[config.mk]
export PLATFORM = sky130hd
export DESIGN_NAME = brd_remap_decoder
export DESIGN_NICKNAME = d
export VERILOG_FILES = /design/src/brd_sync2.v /design/src/brd_regs.v /design/src/brd_remap_decoder.v
export VERILOG_INCLUDE_DIRS = /design/src /design/src/src
export SDC_FILE = /design/constraint.sdc
export NUM_CORES = 1
export LEC_CHECK = 0
export ABC_AREA = 1
export BUFFER_PORTS_ARGS = -buffer_cell sky130_fd_sc_hd__buf_2
export CORE_UTILIZATION = 45
export CTS_CLUSTER_DIAMETER = 60
export CTS_CLUSTER_SIZE = 12
export DETAILED_ROUTE_END_ITERATION = 10
export PLACE_DENSITY = 0.83
export SYNTH_ARGS = -nofsm -noshare
export SYNTH_HDL_FRONTEND = slang
export SYNTH_SLANG_ARGS = --single-unit
[constraint.sdc]
create_clock -name clk -period 1.4 [get_ports clk]
set_input_delay 0 -clock clk [delete_from_list [all_inputs] [get_ports clk]]
set_output_delay 0 -clock clk [all_outputs]
set_load 0.02 [all_outputs]
[src/brd_remap_regs.vh]
/*
 Constants for the bank 0 remap decoder: register indices, fields, reset values,
 remap codes, target bank numbers and window sizes.
 Assumes inclusion by the decoder modules only.
*/
// Operation
// - No flash, boot pin high clear: external ROM
// - Upper boot pin high: bank 9
// - Remap 1000 selects external SRAM bank
// - Remap 1001 selects external DRAM bank
// - Remap 1010 selects bank 10
// - Remap 11xx selects bank 2
// - Flash variant bank 0 halves follow swap
// - Flash variant ROM bank halves follow swap
// - No flash: whole ROM bank external
// - Half holds flash or 8 Mbyte ROM
// - New mapping within four clocks
// - Boot pins pick boot device
// - Bank 0 window is 128 Mbyte
// - Control write needs 0x3C unlock first
// - Select write needs 0x003C unlock first
// - Select bit 1 mirrors lower boot pin
`ifndef BRD_REMAP_REGS_VH
`define BRD_REMAP_REGS_VH
`define BRD_ADDR_CTRL 4'h0
`define BRD_ADDR_SEL 4'h4
`define BRD_UNLOCK_CTRL 16'h003c
`define BRD_UNLOCK_SEL 16'h003c
`define BRD_SWAP_BIT 0
`define BRD_MIRROR_BIT 1
`define BRD_REMAP_RST 4'h0
`define BRD_SWAP_RST 1'b0
`define BRD_BANK_BOOTLOAD 5'h09
`define BRD_BANK_SRAM 5'h1a
`define BRD_BANK_DRAM 5'h18
`define BRD_BANK_IRAM10 5'h0a
`define BRD_BANK_IRAM2 5'h02
`define BRD_BANK_ROM 5'h19
`define BRD_BANK_NONE 5'h1f
`define BRD_REMAP_SRAM 4'h8
`define BRD_REMAP_DRAM 4'h9
`define BRD_REMAP_IRAM10 4'ha
`define BRD_BANK0_TOP 27'h7ffffff
`define BRD_HALF_BIT 26
`define BRD_ROMBANK_BASE 32'hc8000000
`define BRD_ROMBANK_TOP 32'hcfffffff
`define BRD_ROMHALF_BIT 26
`define BRD_ROM_NOFLASH_TOP 24'hffffff
`define BRD_ROM_HALF_TOP 23'h7fffff
`define BRD_MAP_LATENCY 2
`endif

[src/brd_sync2.v]
/*
 Two flip-flop synchroniser for a pin level.
 Assumes one clock and synchronous active-high reset.
*/
`timescale 1ns/100ps
module brd_sync2 #(
  parameter WIDTH = 2
) (
  input wire clk,
  input wire sys_rst,
  input wire [WIDTH-1:0] pinIn,
  output reg [WIDTH-1:0] syncOut
);
  reg [WIDTH-1:0] stage1;

  // First stage read only by second
  always @(posedge clk)
  begin
    if (sys_rst)
    begin
      stage1 <= {WIDTH{1'b0}};
      syncOut <= {WIDTH{1'b0}};
    end
    else
    begin
      stage1 <= pinIn;
      syncOut <= stage1;
    end
  end
endmodule // brd_sync2

[src/brd_regs.v]
/*
 Remap control and ROM select registers with unlock protection.
 Assumes plain strobe bus on the same clock; read data one cycle after strobe.
*/
`timescale 1ns/100ps
`include "brd_remap_regs.vh"
module brd_regs (
  input wire clk,
  input wire sys_rst,
  input wire [3:0] busAddr,
  input wire [15:0] busWrData,
  input wire busWrStb,
  input wire busRdStb,
  input wire bootPin0,
  output reg [15:0] busRdData,
  output reg [3:0] remapField,
  output reg romSwapBit
);
  reg ctrlUnlocked;
  reg selUnlocked;
  wire wrCtrl;
  wire wrSel;

  assign wrCtrl = busWrStb && (busAddr == `BRD_ADDR_CTRL);
  assign wrSel = busWrStb && (busAddr == `BRD_ADDR_SEL);

  // Unlock arms on key write, the next write to the register disarms; reads leave it armed
  always @(posedge clk)
  begin
    if (sys_rst)
    begin
      remapField <= `BRD_REMAP_RST;
      romSwapBit <= `BRD_SWAP_RST;
      ctrlUnlocked <= 1'b0;
      selUnlocked <= 1'b0;
    end
    else
    begin
      if (wrCtrl)
      begin
        if (ctrlUnlocked)
        begin
          remapField <= busWrData[3:0];
          ctrlUnlocked <= 1'b0;
        end
        else
          ctrlUnlocked <= (busWrData == `BRD_UNLOCK_CTRL);
      end
      if (wrSel)
      begin
        if (selUnlocked)
        begin
          romSwapBit <= busWrData[`BRD_SWAP_BIT];
          selUnlocked <= 1'b0;
        end
        else
          selUnlocked <= (busWrData == `BRD_UNLOCK_SEL);
      end
    end
  end

  // Read mux, unmapped reads zero
  always @(posedge clk)
  begin
    if (sys_rst)
      busRdData <= 16'h0000;
    else if (busRdStb)
    begin
      if (busAddr == `BRD_ADDR_CTRL)
        busRdData <= {12'h000, remapField};
      else if (busAddr == `BRD_ADDR_SEL)
        busRdData <= {14'h0000, bootPin0, romSwapBit};
      else
        busRdData <= 16'h0000;
    end
    else
      busRdData <= 16'h0000;
  end
endmodule // brd_regs

[src/brd_remap_decoder.v]
/*
 Bank 0 remap decoder: picks the bank that answers processor addresses in
 bank 0 and orders flash and external ROM in the ROM bank.
 Assumes boot pins are static straps from outside the clock domain and
 that the bus master is on clk.
*/
// Decided for this implementation: the strobed register port and the register addresses.
`timescale 1ns/100ps
`include "brd_remap_regs.vh"
module brd_remap_decoder #(
  parameter HAS_FLASH = 1
) (
  input wire clk,
  input wire sys_rst,
  input wire [3:0] busAddr,
  input wire [15:0] busWrData,
  input wire busWrStb,
  input wire busRdStb,
  output wire [15:0] busRdData,
  input wire [1:0] bootSelectPins,
  input wire [31:0] cpuAddr,
  input wire cpuValid,
  output reg bank0Hit,
  output reg [4:0] bank0Target,
  output reg bank0Reserved,
  output reg [26:0] bank0Offset,
  output reg romHit,
  output reg romToFlash,
  output reg [25:0] romOffset,
  output reg romOverrange
);
  wire [1:0] bootSync;
  wire [3:0] remapField;
  wire romSwapBit;
  reg [4:0] next_target;
  reg next_flashLow;
  reg next_b0Flash;
  reg [4:0] next_b0Target;
  wire swapMatch;
  wire inBank0;
  wire inRom;
  wire upperHalfB0;
  wire upperHalfRom;

  // Boot pins through two flops
  brd_sync2 #(
    .WIDTH(2)
  ) uSync (
    .clk(clk),
    .sys_rst(sys_rst),
    .pinIn(bootSelectPins),
    .syncOut(bootSync)
  );

  // Register file
  brd_regs uRegs (
    .clk(clk),
    .sys_rst(sys_rst),
    .busAddr(busAddr),
    .busWrData(busWrData),
    .busWrStb(busWrStb),
    .busRdStb(busRdStb),
    .bootPin0(bootSync[0]),
    .busRdData(busRdData),
    .remapField(remapField),
    .romSwapBit(romSwapBit)
  );

  // Flash ordering: flash low when swap equals lower boot pin
  assign swapMatch = (romSwapBit == bootSync[0]);

  // Bank 0 base selection from remap field and upper boot pin
  always @*
  begin
    next_target = `BRD_BANK_ROM;
    if (!remapField[3])
    begin
      if (bootSync[1])
        next_target = `BRD_BANK_BOOTLOAD;
      else
        next_target = `BRD_BANK_ROM;
    end
    else if (remapField[2])
      next_target = `BRD_BANK_IRAM2;
    else if (remapField[1:0] == 2'b00)
      next_target = `BRD_BANK_SRAM;
    else if (remapField[1:0] == 2'b01)
      next_target = `BRD_BANK_DRAM;
    else if (remapField[1:0] == 2'b10)
      next_target = `BRD_BANK_IRAM10;
    else
      next_target = `BRD_BANK_NONE;
  end

  // Decoded flags, registered for timing; mapping follows writes in 2 clocks
  always @(posedge clk)
  begin
    if (sys_rst)
    begin
      next_b0Target <= `BRD_BANK_ROM;
      next_flashLow <= 1'b0;
      next_b0Flash <= 1'b0;
    end
    else
    begin
      next_b0Target <= next_target;
      next_flashLow <= swapMatch;
      next_b0Flash <= (HAS_FLASH != 0) && !remapField[3] && !bootSync[1];
    end
  end

  assign inBank0 = (cpuAddr[31:27] == 5'h00);
  assign inRom = (cpuAddr >= `BRD_ROMBANK_BASE) && (cpuAddr <= `BRD_ROMBANK_TOP);
  assign upperHalfB0 = cpuAddr[`BRD_HALF_BIT];
  assign upperHalfRom = cpuAddr[`BRD_ROMHALF_BIT];

  // Registered routing outputs
  always @(posedge clk)
  begin
    if (sys_rst)
    begin
      bank0Hit <= 1'b0;
      bank0Target <= `BRD_BANK_ROM;
      bank0Reserved <= 1'b0;
      bank0Offset <= 27'h0000000;
      romHit <= 1'b0;
      romToFlash <= 1'b0;
      romOffset <= 26'h0000000;
      romOverrange <= 1'b0;
    end
    else
    begin
      bank0Hit <= cpuValid && inBank0;
      bank0Offset <= cpuAddr[26:0];
      bank0Reserved <= (next_b0Target == `BRD_BANK_NONE);
      bank0Target <= next_b0Target;
      romHit <= cpuValid && inRom;
      romOffset <= cpuAddr[25:0];
      // Flash and overrange flags only for a valid access that lands in a ROM half
      if (HAS_FLASH == 0)
      begin
        romToFlash <= 1'b0;
        romOverrange <= cpuValid && inRom && (cpuAddr[25:0] > {2'b00, `BRD_ROM_NOFLASH_TOP});
      end
      else if (next_b0Flash && inBank0)
      begin
        // Bank 0 halves alias the ROM bank halves
        romToFlash <= cpuValid && (upperHalfB0 != next_flashLow);
        romOverrange <= cpuValid && (upperHalfB0 == next_flashLow) &&
          (cpuAddr[25:0] > {3'b000, `BRD_ROM_HALF_TOP});
      end
      else
      begin
        romToFlash <= cpuValid && inRom && (upperHalfRom != next_flashLow);
        romOverrange <= cpuValid && inRom && (upperHalfRom == next_flashLow) &&
          (cpuAddr[25:0] > {3'b000, `BRD_ROM_HALF_TOP});
      end
    end
  end
endmodule // brd_remap_decoder

==> insert_results.sql, run 1 <==
INSERT INTO impl_metrics (metric_group, metric, value, unit) VALUES
('run_status', 'status', 'finished clean', ''),
('floorplanning', 'die-height', '72.3', 'microns'),
('detailed_routing', 'ant_nets', '0', ''),
('layout', 'antenna-diode-count', '0', ''),
('detailed_routing', 'drtPass1Iterations', '4', ''),
('floorplanning', 'floorplan.io_pins', '138', ''),
('floorplanning', 'placementRows', '25', ''),
('layout', 'layout.nets', '472', ''),
('detailed_routing', 'route.detailed.drc', '0', ''),
('logic_synthesis', 'syn-instance-count', '270', ''),
('logic_synthesis', 'synth_top_area_share', '53.2', '%'),
('timing', 'max_clock_freq', '0.785', 'GHz'),
('global_route', 'grt_start_max_net_pins', '26', ''),
('place', 'dpl-instance-area', '2670', 'sq um'),
('floorplanning', 'initial_utilization', '47.0', '%'),
('floorplanning', 'die_width', '72.3', 'microns'),
('critical_path', 'worst_ep_required_time', '1670', 'ps'),
('place', 'dpl.hpwl', '3.26', 'mm'),
('timing', 'timing.final.crit_period', '1270', 'ps'),
('timing', 'fin_worst_skew', '9.19', 'ps'),
('layout', 'finish.instance_area', '3230', 'sq um'),
('critical_path', 'r2r_slack', '530', 'ps'),
('critical_path', 'cp-startpoint', 'cpuAddr[28]', ''),
('cts', 'postCtsResizedCells', '0', ''),
('logic_synthesis', 'syn-mean-instance-area', '8.23', 'sq um'),
('layout', 'layout_common_cells', 'sky130_fd_sc_hd__buf_2, sky130_fd_sc_hd__dfxtp_1, sky130_fd_sc_hd__nor2_1', ''),
('detailed_routing', 'route.detailed.vias_per_inst', '4.21', ''),
('place', 'place_congestion', '0.797', ''),
('cts', 'cts_setup_buffers', '0', ''),
('logic_synthesis', 'synthesis.yosys.warnings', '0', ''),
('cts', 'cts_max_level', '3', ''),
('detailed_routing', 'detail_route.iter0.violations', '51', ''),
('critical_path', 'worst-r2r-cell-count', '3', ''),
('layout', 'total_area_of_multi_input_combinational_cells', '577', 'sq um'),
('critical_path', 'startpoint_type', 'primary input', ''),
('global_route', 'grt_pass1_vias', '1892', ''),
('logic_synthesis', 'postSynth.asyncResetShare', '0', '%'),
('detailed_routing', 'num_vias', '2039', ''),
('critical_path', 'crit-reg2reg-capture', 'next_b0Target[4]', ''),
('timing', 'final_hold_vio_count', '0', ''),
('logic_synthesis', 'synth_area_leaders', 'sky130_fd_sc_hd__dfxtp_1, sky130_fd_sc_hd__buf_4, sky130_fd_sc_hd__nor2_1', ''),
('power', 'finalPower', '0.00371', 'W'),
('cts', 'tritoncts', 'done', ''),
('power', 'max-vdd-ir-drop', '0.600', 'mV'),
('critical_path', 'worst_setup_path_end_kind', 'flip-flop', ''),
('detailed_routing', 'routed_wirelength', '4.91', 'mm'),
('logic_synthesis', 'synthesis.area', '2220', 'sq um'),
('cts', 'clk_pin_slew_worst_paths', '70', 'ps'),
('cts', 'clock_insertion_delay_worst_skew', '320', 'ps'),
('logic_synthesis', 'ys_dominant_reg_cell', 'sky130_fd_sc_hd__dfxtp_1', ''),
('global_route', 'groute.usage.overall', '19.4', '%'),
('cts', 'clock-sinks', '59', ''),
('power', 'leakage', '1.76', 'nW'),
('timing', 'setup-tns-final', '0', 'ps'),
('layout', 'layout.filler_cells', '395', ''),
('timing', 'rsz0062_at_grt', 'no', ''),
('hold_path', 'worst_hold_path_type', 'in2reg', ''),
('timing', 'total_setup_violations_reported_at_the_end_of_the_flow', '0', ''),
('critical_path', 'crit_path_max_fanout', '3', ''),
('logic_synthesis', 'ys_types', '23', ''),
('critical_path', 'criticalPathCategory', 'in2reg', ''),
('layout', 'area_delta_synth_final', '45.5', '%'),
('logic_synthesis', 'synth_seq_cells', '59', ''),
('run', 'timing.max_cap.violations', '0', ''),
('critical_path', 'critical_path_arrival', '1540', 'ps'),
('critical_path', 'worstSetupEndpoint', 'bank0Hit', ''),
('hold_path', 'hold_path.startpoint', 'cpuAddr[31]', ''),
('global_route', 'grt_antenna_before_repair', '0', ''),
('cts', 'cts_made_buffers', '9', ''),
('power', 'pwr_density_cell', '1150', 'nW/um^2'),
('global_route', 'wire_length_of_the_first_global_routing_pass', '7.72', 'mm');
[kinds of logic after synthesis]
logic type | synth area share, %
other | 0.169
AO/OA/AOI/OAI | 3.83
XOR/XNOR | 0.394
AND/OR/NAND/NOR | 19.7
buffers and inverters | 22.7
flip-flops | 53.2
[critical path: stages]
cell and delay (ps):
sky130_fd_sc_hd__dlygate4sd3_1 530, sky130_fd_sc_hd__buf_2 120, sky130_fd_sc_hd__nor2_1 170, sky130_fd_sc_hd__dlygate4sd3_1 580
sky130_fd_sc_hd__and3_1 150
[worst min path at each step]
stage | to | cells after the start
2_1_floorplan | bank0Offset[0] | 2
3_3_place_gp | bank0Offset[9] | 3
3_5_place_dp | bank0Offset[9] | 3
4_1_cts | bank0Hit | 3
5_1_grt | bank0Hit | 3
6_report | bank0Hit | 3
[per-layer routing]
metal	vias up	part of all wire (%)	GRT usage, %
met4	0	1.1	7.84
met2	112	50	35.0
met1	887	39	20.0
met3	6	9.1	7.50
met5	-	0	0
li1	1034	-	-
[through the flow]
stage                     utilization, %  cells  worst slack, ps  hold WS [ps]
final                               68.4    484              126          18.5
after global routing                68.4    484             79.9          13.0
after CTS                           68.4    484              154          2.76
after detailed placement            56.5    432              531           207
after global placement              56.5    432              562           197
after floorplan                        -    281              656           107
[registers in the layout, summed over array words and instances, names as in the netlist, 2 cells and up]
register          cells
next_b0Target         5
uSync.stage1          2
bank0Target           5
uRegs.remapField      4
bank0Offset          27
uRegs.busRdData       4
uSync.syncOut         2
[repair_timing]
item,4_1_cts,5_1_grt
hold buffers,37,0
endpoints found under the hold margin,39,0
setup endpoints to repair,0,0
[where the power goes]
group          leakage (nW)  switching [W]  internal (W)  total [W]
Sequential            0.485      0.0000203       0.00173    0.00175
Clock                 0.102       0.000624      0.000853    0.00148
Combinational          1.17       0.000271      0.000215   0.000486
[cell type report]
type	instances	share of cell area, %
Timing Repair Buffer	164	31.3
Sequential cell	59	36.5
Clock inverter	5	1.66
Tap cell	67	2.59
Multi-Input combinational cell	129	17.8
Clock buffer	10	4.26
Inverter	50	5.81
[synth_stat cells, types with 2 or more instances]
library cell / instances
sky130_fd_sc_hd__and3_1: 2
sky130_fd_sc_hd__nor2_2: 3
sky130_fd_sc_hd__nand2_1: 26
sky130_fd_sc_hd__nand3_1: 8
sky130_fd_sc_hd__dfxtp_1: 59
sky130_fd_sc_hd__buf_4: 38
sky130_fd_sc_hd__o21ai_0: 2
sky130_fd_sc_hd__or2_2: 3
sky130_fd_sc_hd__nor2_1: 51
sky130_fd_sc_hd__inv_1: 49
sky130_fd_sc_hd__buf_2: 4
sky130_fd_sc_hd__a21oi_1: 9
sky130_fd_sc_hd__o31ai_1: 3
sky130_fd_sc_hd__nor3_1: 2
sky130_fd_sc_hd__nand4_1: 2
sky130_fd_sc_hd__nand2_2: 2
No activity file was read; power rests on OpenSTA's default activity.
==> inputs of run 2 (changes only) <==
--- a/config.mk
+++ b/config.mk
@@ -6,7 +6,7 @@
 export SDC_FILE = /design/constraint.sdc
 export NUM_CORES = 1
 export LEC_CHECK = 0
-export ABC_AREA = 1
+export ABC_AREA = 0
 export BUFFER_PORTS_ARGS = -buffer_cell sky130_fd_sc_hd__buf_2
 export CORE_UTILIZATION = 45
 export CTS_CLUSTER_DIAMETER = 60
@@ -16,3 +16,4 @@
 export SYNTH_ARGS = -nofsm -noshare
 export SYNTH_HDL_FRONTEND = slang
 export SYNTH_SLANG_ARGS = --single-unit
+export TNS_END_PERCENT = 10
==> insert_results.sql, run 2 <==
INSERT INTO impl_metrics (metric_group, metric, value, unit) VALUES
('floorplanning', 'floorplan.io_pins', '138', ''),
('logic_synthesis', 'synth_area_leaders', 'sky130_fd_sc_hd__dfxtp_1, sky130_fd_sc_hd__buf_4, sky130_fd_sc_hd__nor2b_1', ''),
('power', 'max-vdd-ir-drop', '0.755', 'mV'),
('run_status', 'status', 'finished clean', ''),
('logic_synthesis', 'ys_dominant_reg_cell', 'sky130_fd_sc_hd__dfxtp_1', ''),
('layout', 'layout.nets', '420', ''),
('place', 'preCtsSetupSlack', '331', 'ps'),
('timing', 'timing.final.crit_period', '1240', 'ps'),
('critical_path', 'crit_buf_inv', '2', ''),
('floorplanning', 'die-height', '71.6', 'microns'),
('layout', 'layout_common_cells', 'sky130_fd_sc_hd__buf_2, sky130_fd_sc_hd__dfxtp_1, sky130_fd_sc_hd__dlygate4sd3_1', ''),
('run', 'timing.max_cap.violations', '0', ''),
('global_route', 'grt_antenna_before_repair', '0', ''),
('global_route', 'grt_remaining_overflow', '0', ''),
('layout', 'drive_gt1_share', '40.4', '%'),
('cts', 'clock_insertion_delay_worst_skew', '320', 'ps'),
('cts', 'clock-sinks', '59', ''),
('timing', 'hold-worst-slack', '30.2', 'ps'),
('timing', 'number_of_max_slew_violations_in_the_final_report', '0', ''),
('detailed_routing', 'num_vias', '1867', ''),
('logic_synthesis', 'syn-instance-count', '209', ''),
('cts', 'cts_setup_buffers', '0', ''),
('logic_synthesis', 'syn-mean-instance-area', '10.4', 'sq um'),
('global_route', 'groute.usage.overall', '19.9', '%'),
('critical_path', 'critPathSlowestCell', 'sky130_fd_sc_hd__dlygate4sd3_1', ''),
('timing', 'fin_ws', '164', 'ps'),
('cts', 'cts_root_buf', 'sky130_fd_sc_hd__clkbuf_8', ''),
('power', 'leakage', '1.62', 'nW'),
('critical_path', 'criticalPathCategory', 'in2reg', ''),
('timing', 'rsz0062_at_grt', 'no', ''),
('logic_synthesis', 'synthesis.yosys.warnings', '0', ''),
('cts', 'tritoncts', 'done', ''),
('logic_synthesis', 'number_of_synthesized_flops_with_an_enable_pin', '0', ''),
('critical_path', 'crit_path_max_fanout', '3', ''),
('logic_synthesis', 'synthesis.area', '2180', 'sq um'),
('cts', 'clk_pin_slew_worst_paths', '70', 'ps'),
('cts', 'clock_tree.buffer_depth', '2', ''),
('floorplanning', 'coreArea', '4500', 'sq um'),
('logic_synthesis', 'yosysMostFrequentCell', 'sky130_fd_sc_hd__dfxtp_1', ''),
('floorplanning', 'die_width', '71.6', 'microns'),
('detailed_routing', 'routed_wirelength', '4.98', 'mm'),
('detailed_routing', 'ant_nets', '0', ''),
('floorplanning', 'initial_utilization', '48.4', '%'),
('layout', 'top_register', 'bank0Offset', ''),
('layout', 'largest_register_ff_count', '27', ''),
('detailed_routing', 'route.detailed.vias_per_inst', '4.47', ''),
('floorplanning', 'die-area', '5130', 'sq um'),
('timing', 'finalCritPeriodShare', '88.3', '%'),
('hold_path', 'worst_hold_path_type', 'in2reg', ''),
('timing', 'fin_worst_skew', '5.27', 'ps'),
('detailed_routing', 'route.detailed.wl_per_inst', '11.9', 'microns'),
('layout', 'layout.core_utilization', '73.9', '%'),
('place', 'place_congestion', '0.817', ''),
('cts', 'cts_made_buffers', '9', ''),
('floorplanning', 'placementRows', '24', ''),
('critical_path', 'critical_path_arrival', '1490', 'ps'),
('layout', 'finalNonFillerCells', '418', ''),
('detailed_routing', 'route.detailed.drc', '0', ''),
('cts', 'postCtsResizedCells', '0', ''),
('cts', 'cts_hold_buffers', '47', ''),
('critical_path', 'critPathTopFamily', 'buffers and inverters', ''),
('layout', 'antenna-diode-count', '0', ''),
('layout', 'area_delta_synth_final', '52.6', '%'),
('layout', 'layout.filler_cells', '322', ''),
('logic_synthesis', 'synth_top_cells_by_count', 'sky130_fd_sc_hd__dfxtp_1, sky130_fd_sc_hd__buf_4, sky130_fd_sc_hd__nor2b_1', ''),
('cts', 'cts_max_level', '3', ''),
('timing', 'max_clock_freq', '0.809', 'GHz'),
('logic_synthesis', 'synth_seq_cells', '59', ''),
('layout', 'reg.largest.list', 'bank0Offset x27, bank0Target x5, next_b0Target x5', ''),
('detailed_routing', 'drtPass1Iterations', '4', ''),
('critical_path', 'critical_path.cell_chain', 'dlygate4sd3_1 -> buf_2 -> or4b_1 -> a21o_1 -> nor2_1', ''),
('logic_synthesis', 'postSynth.asyncResetShare', '0', '%'),
('critical_path', 'worst_ep_required_time', '1650', 'ps'),
('timing', 'setup-tns-final', '0', 'ps'),
('critical_path', 'worst_setup_path_end_kind', 'flip-flop', ''),
('logic_synthesis', 'post-synth-top-area-cell', 'sky130_fd_sc_hd__dfxtp_1', ''),
('logic_synthesis', 'ys_types', '31', ''),
('detailed_routing', 'detail_route.iter0.violations', '76', ''),
('global_route', 'grt_pass1_vias', '1730', ''),
('place', 'dpl.cell_count', '355', ''),
('global_route', 'wire_length_of_the_first_global_routing_pass', '7.72', 'mm'),
('place', 'dpl.hpwl', '3.00', 'mm'),
('critical_path', 'critPathMaxStageDelay', '530', 'ps'),
('logic_synthesis', 'synth_top_area_share', '54.1', '%'),
('power', 'pwr_density_cell', '1230', 'nW/um^2'),
('global_route', 'grt_start_max_net_pins', '23', ''),
('layout', 'final_common_cell', 'sky130_fd_sc_hd__buf_2', ''),
('logic_synthesis', 'sequential_to_total_area_share_from_yosys_stat', '54.1', '%'),
('critical_path', 'startpoint_type', 'primary input', ''),
('timing', 'total_setup_violations_reported_at_the_end_of_the_flow', '0', ''),
('place', 'place.port_buffers', '125', ''),
('timing', 'final_hold_vio_count', '0', '');
-- run 2: changes by cell type in the layout (fill, tap and decap cells not counted), sizes merged, moves of 7 or more --
cell / previous run / this run
nor2b: 0 / 34
nor2: 55 / 8
mux2i: 0 / 7
inv: 50 / 5
nand2: 28 / 2
nand2b: 0 / 11
dlygate4sd3: 37 / 47
-- run 2: routing by layer --
metal | up-vias | global-route usage, % | share of wire, %
met5 | - | 0 | 0
met4 | 0 | 8.28 | 0.76
met3 | 4 | 7.45 | 8.4
met2 | 97 | 34.0 | 51
met1 | 838 | 22.3 | 40
li1 | 928 | - | -
-- run 2: per-stage QoR --
step | area [sq um] | power (W)
3_3_place_gp | 2620 | 0.00218
3_5_place_dp | 2620 | 0.00218
6_report | 3330 | 0.00410
5_1_grt | 3330 | 0.00426
4_1_cts | 3330 | 0.00413
2_1_floorplan | 2220 | 0.00208
-- run 2: kinds of logic (layout without fill, tap and decap cells) --
family	after synthesis	in the layout	share of synthesized area [%]
and+or+nand+nor	82	82	23.9
DFF	59	59	54.1
buffers and inverters	50	196	15.4
AOI/OAI and AO/OA	8	8	2.41
muxes	7	7	3.21
xor gates and xnor gates	2	2	0.803
other	1	12	0.172
-- run 2: final timing paths --
kind / start / end / slack, ps / cells past startpoint
setup reg to reg: next_b0Flash / romToFlash / 300 / 3
hold / removal: busWrData[11] / uRegs.ctrlUnlocked / 30 / 4
setup / recovery: cpuAddr[30] / romToFlash / 160 / 5
hold reg to reg: uSync.syncOut[1] / next_b0Flash / 420 / 1
-- run 2: worst register-to-register path, stage by stage (launching register included) --
cell	delay (ps)
sky130_fd_sc_hd__dfxtp_1	300
sky130_fd_sc_hd__or4b_1	430
sky130_fd_sc_hd__a21o_1	200
sky130_fd_sc_hd__nor2_1	100
-- run 2: area by class of cell --
cell class / count / area, sq um / area share (%)
Tap cell: 52 / 65.1 / 1.95
Clock inverter: 5 / 100 / 3.01
Clock buffer: 11 / 141 / 4.24
Multi-Input combinational cell: 111 / 706 / 21.2
Inverter: 5 / 18.8 / 0.563
Sequential cell: 59 / 1180 / 35.5
Timing Repair Buffer: 175 / 1120 / 33.6
-- run 2: report_power, final --
part           internal [W]  switching [W]  total (W)  leakage, nW
clock network       0.00123       0.000622    0.00185        0.123
logic              0.000242       0.000259   0.000500         1.01
registers           0.00173      0.0000211    0.00175        0.485
total               0.00320       0.000901    0.00410         1.62
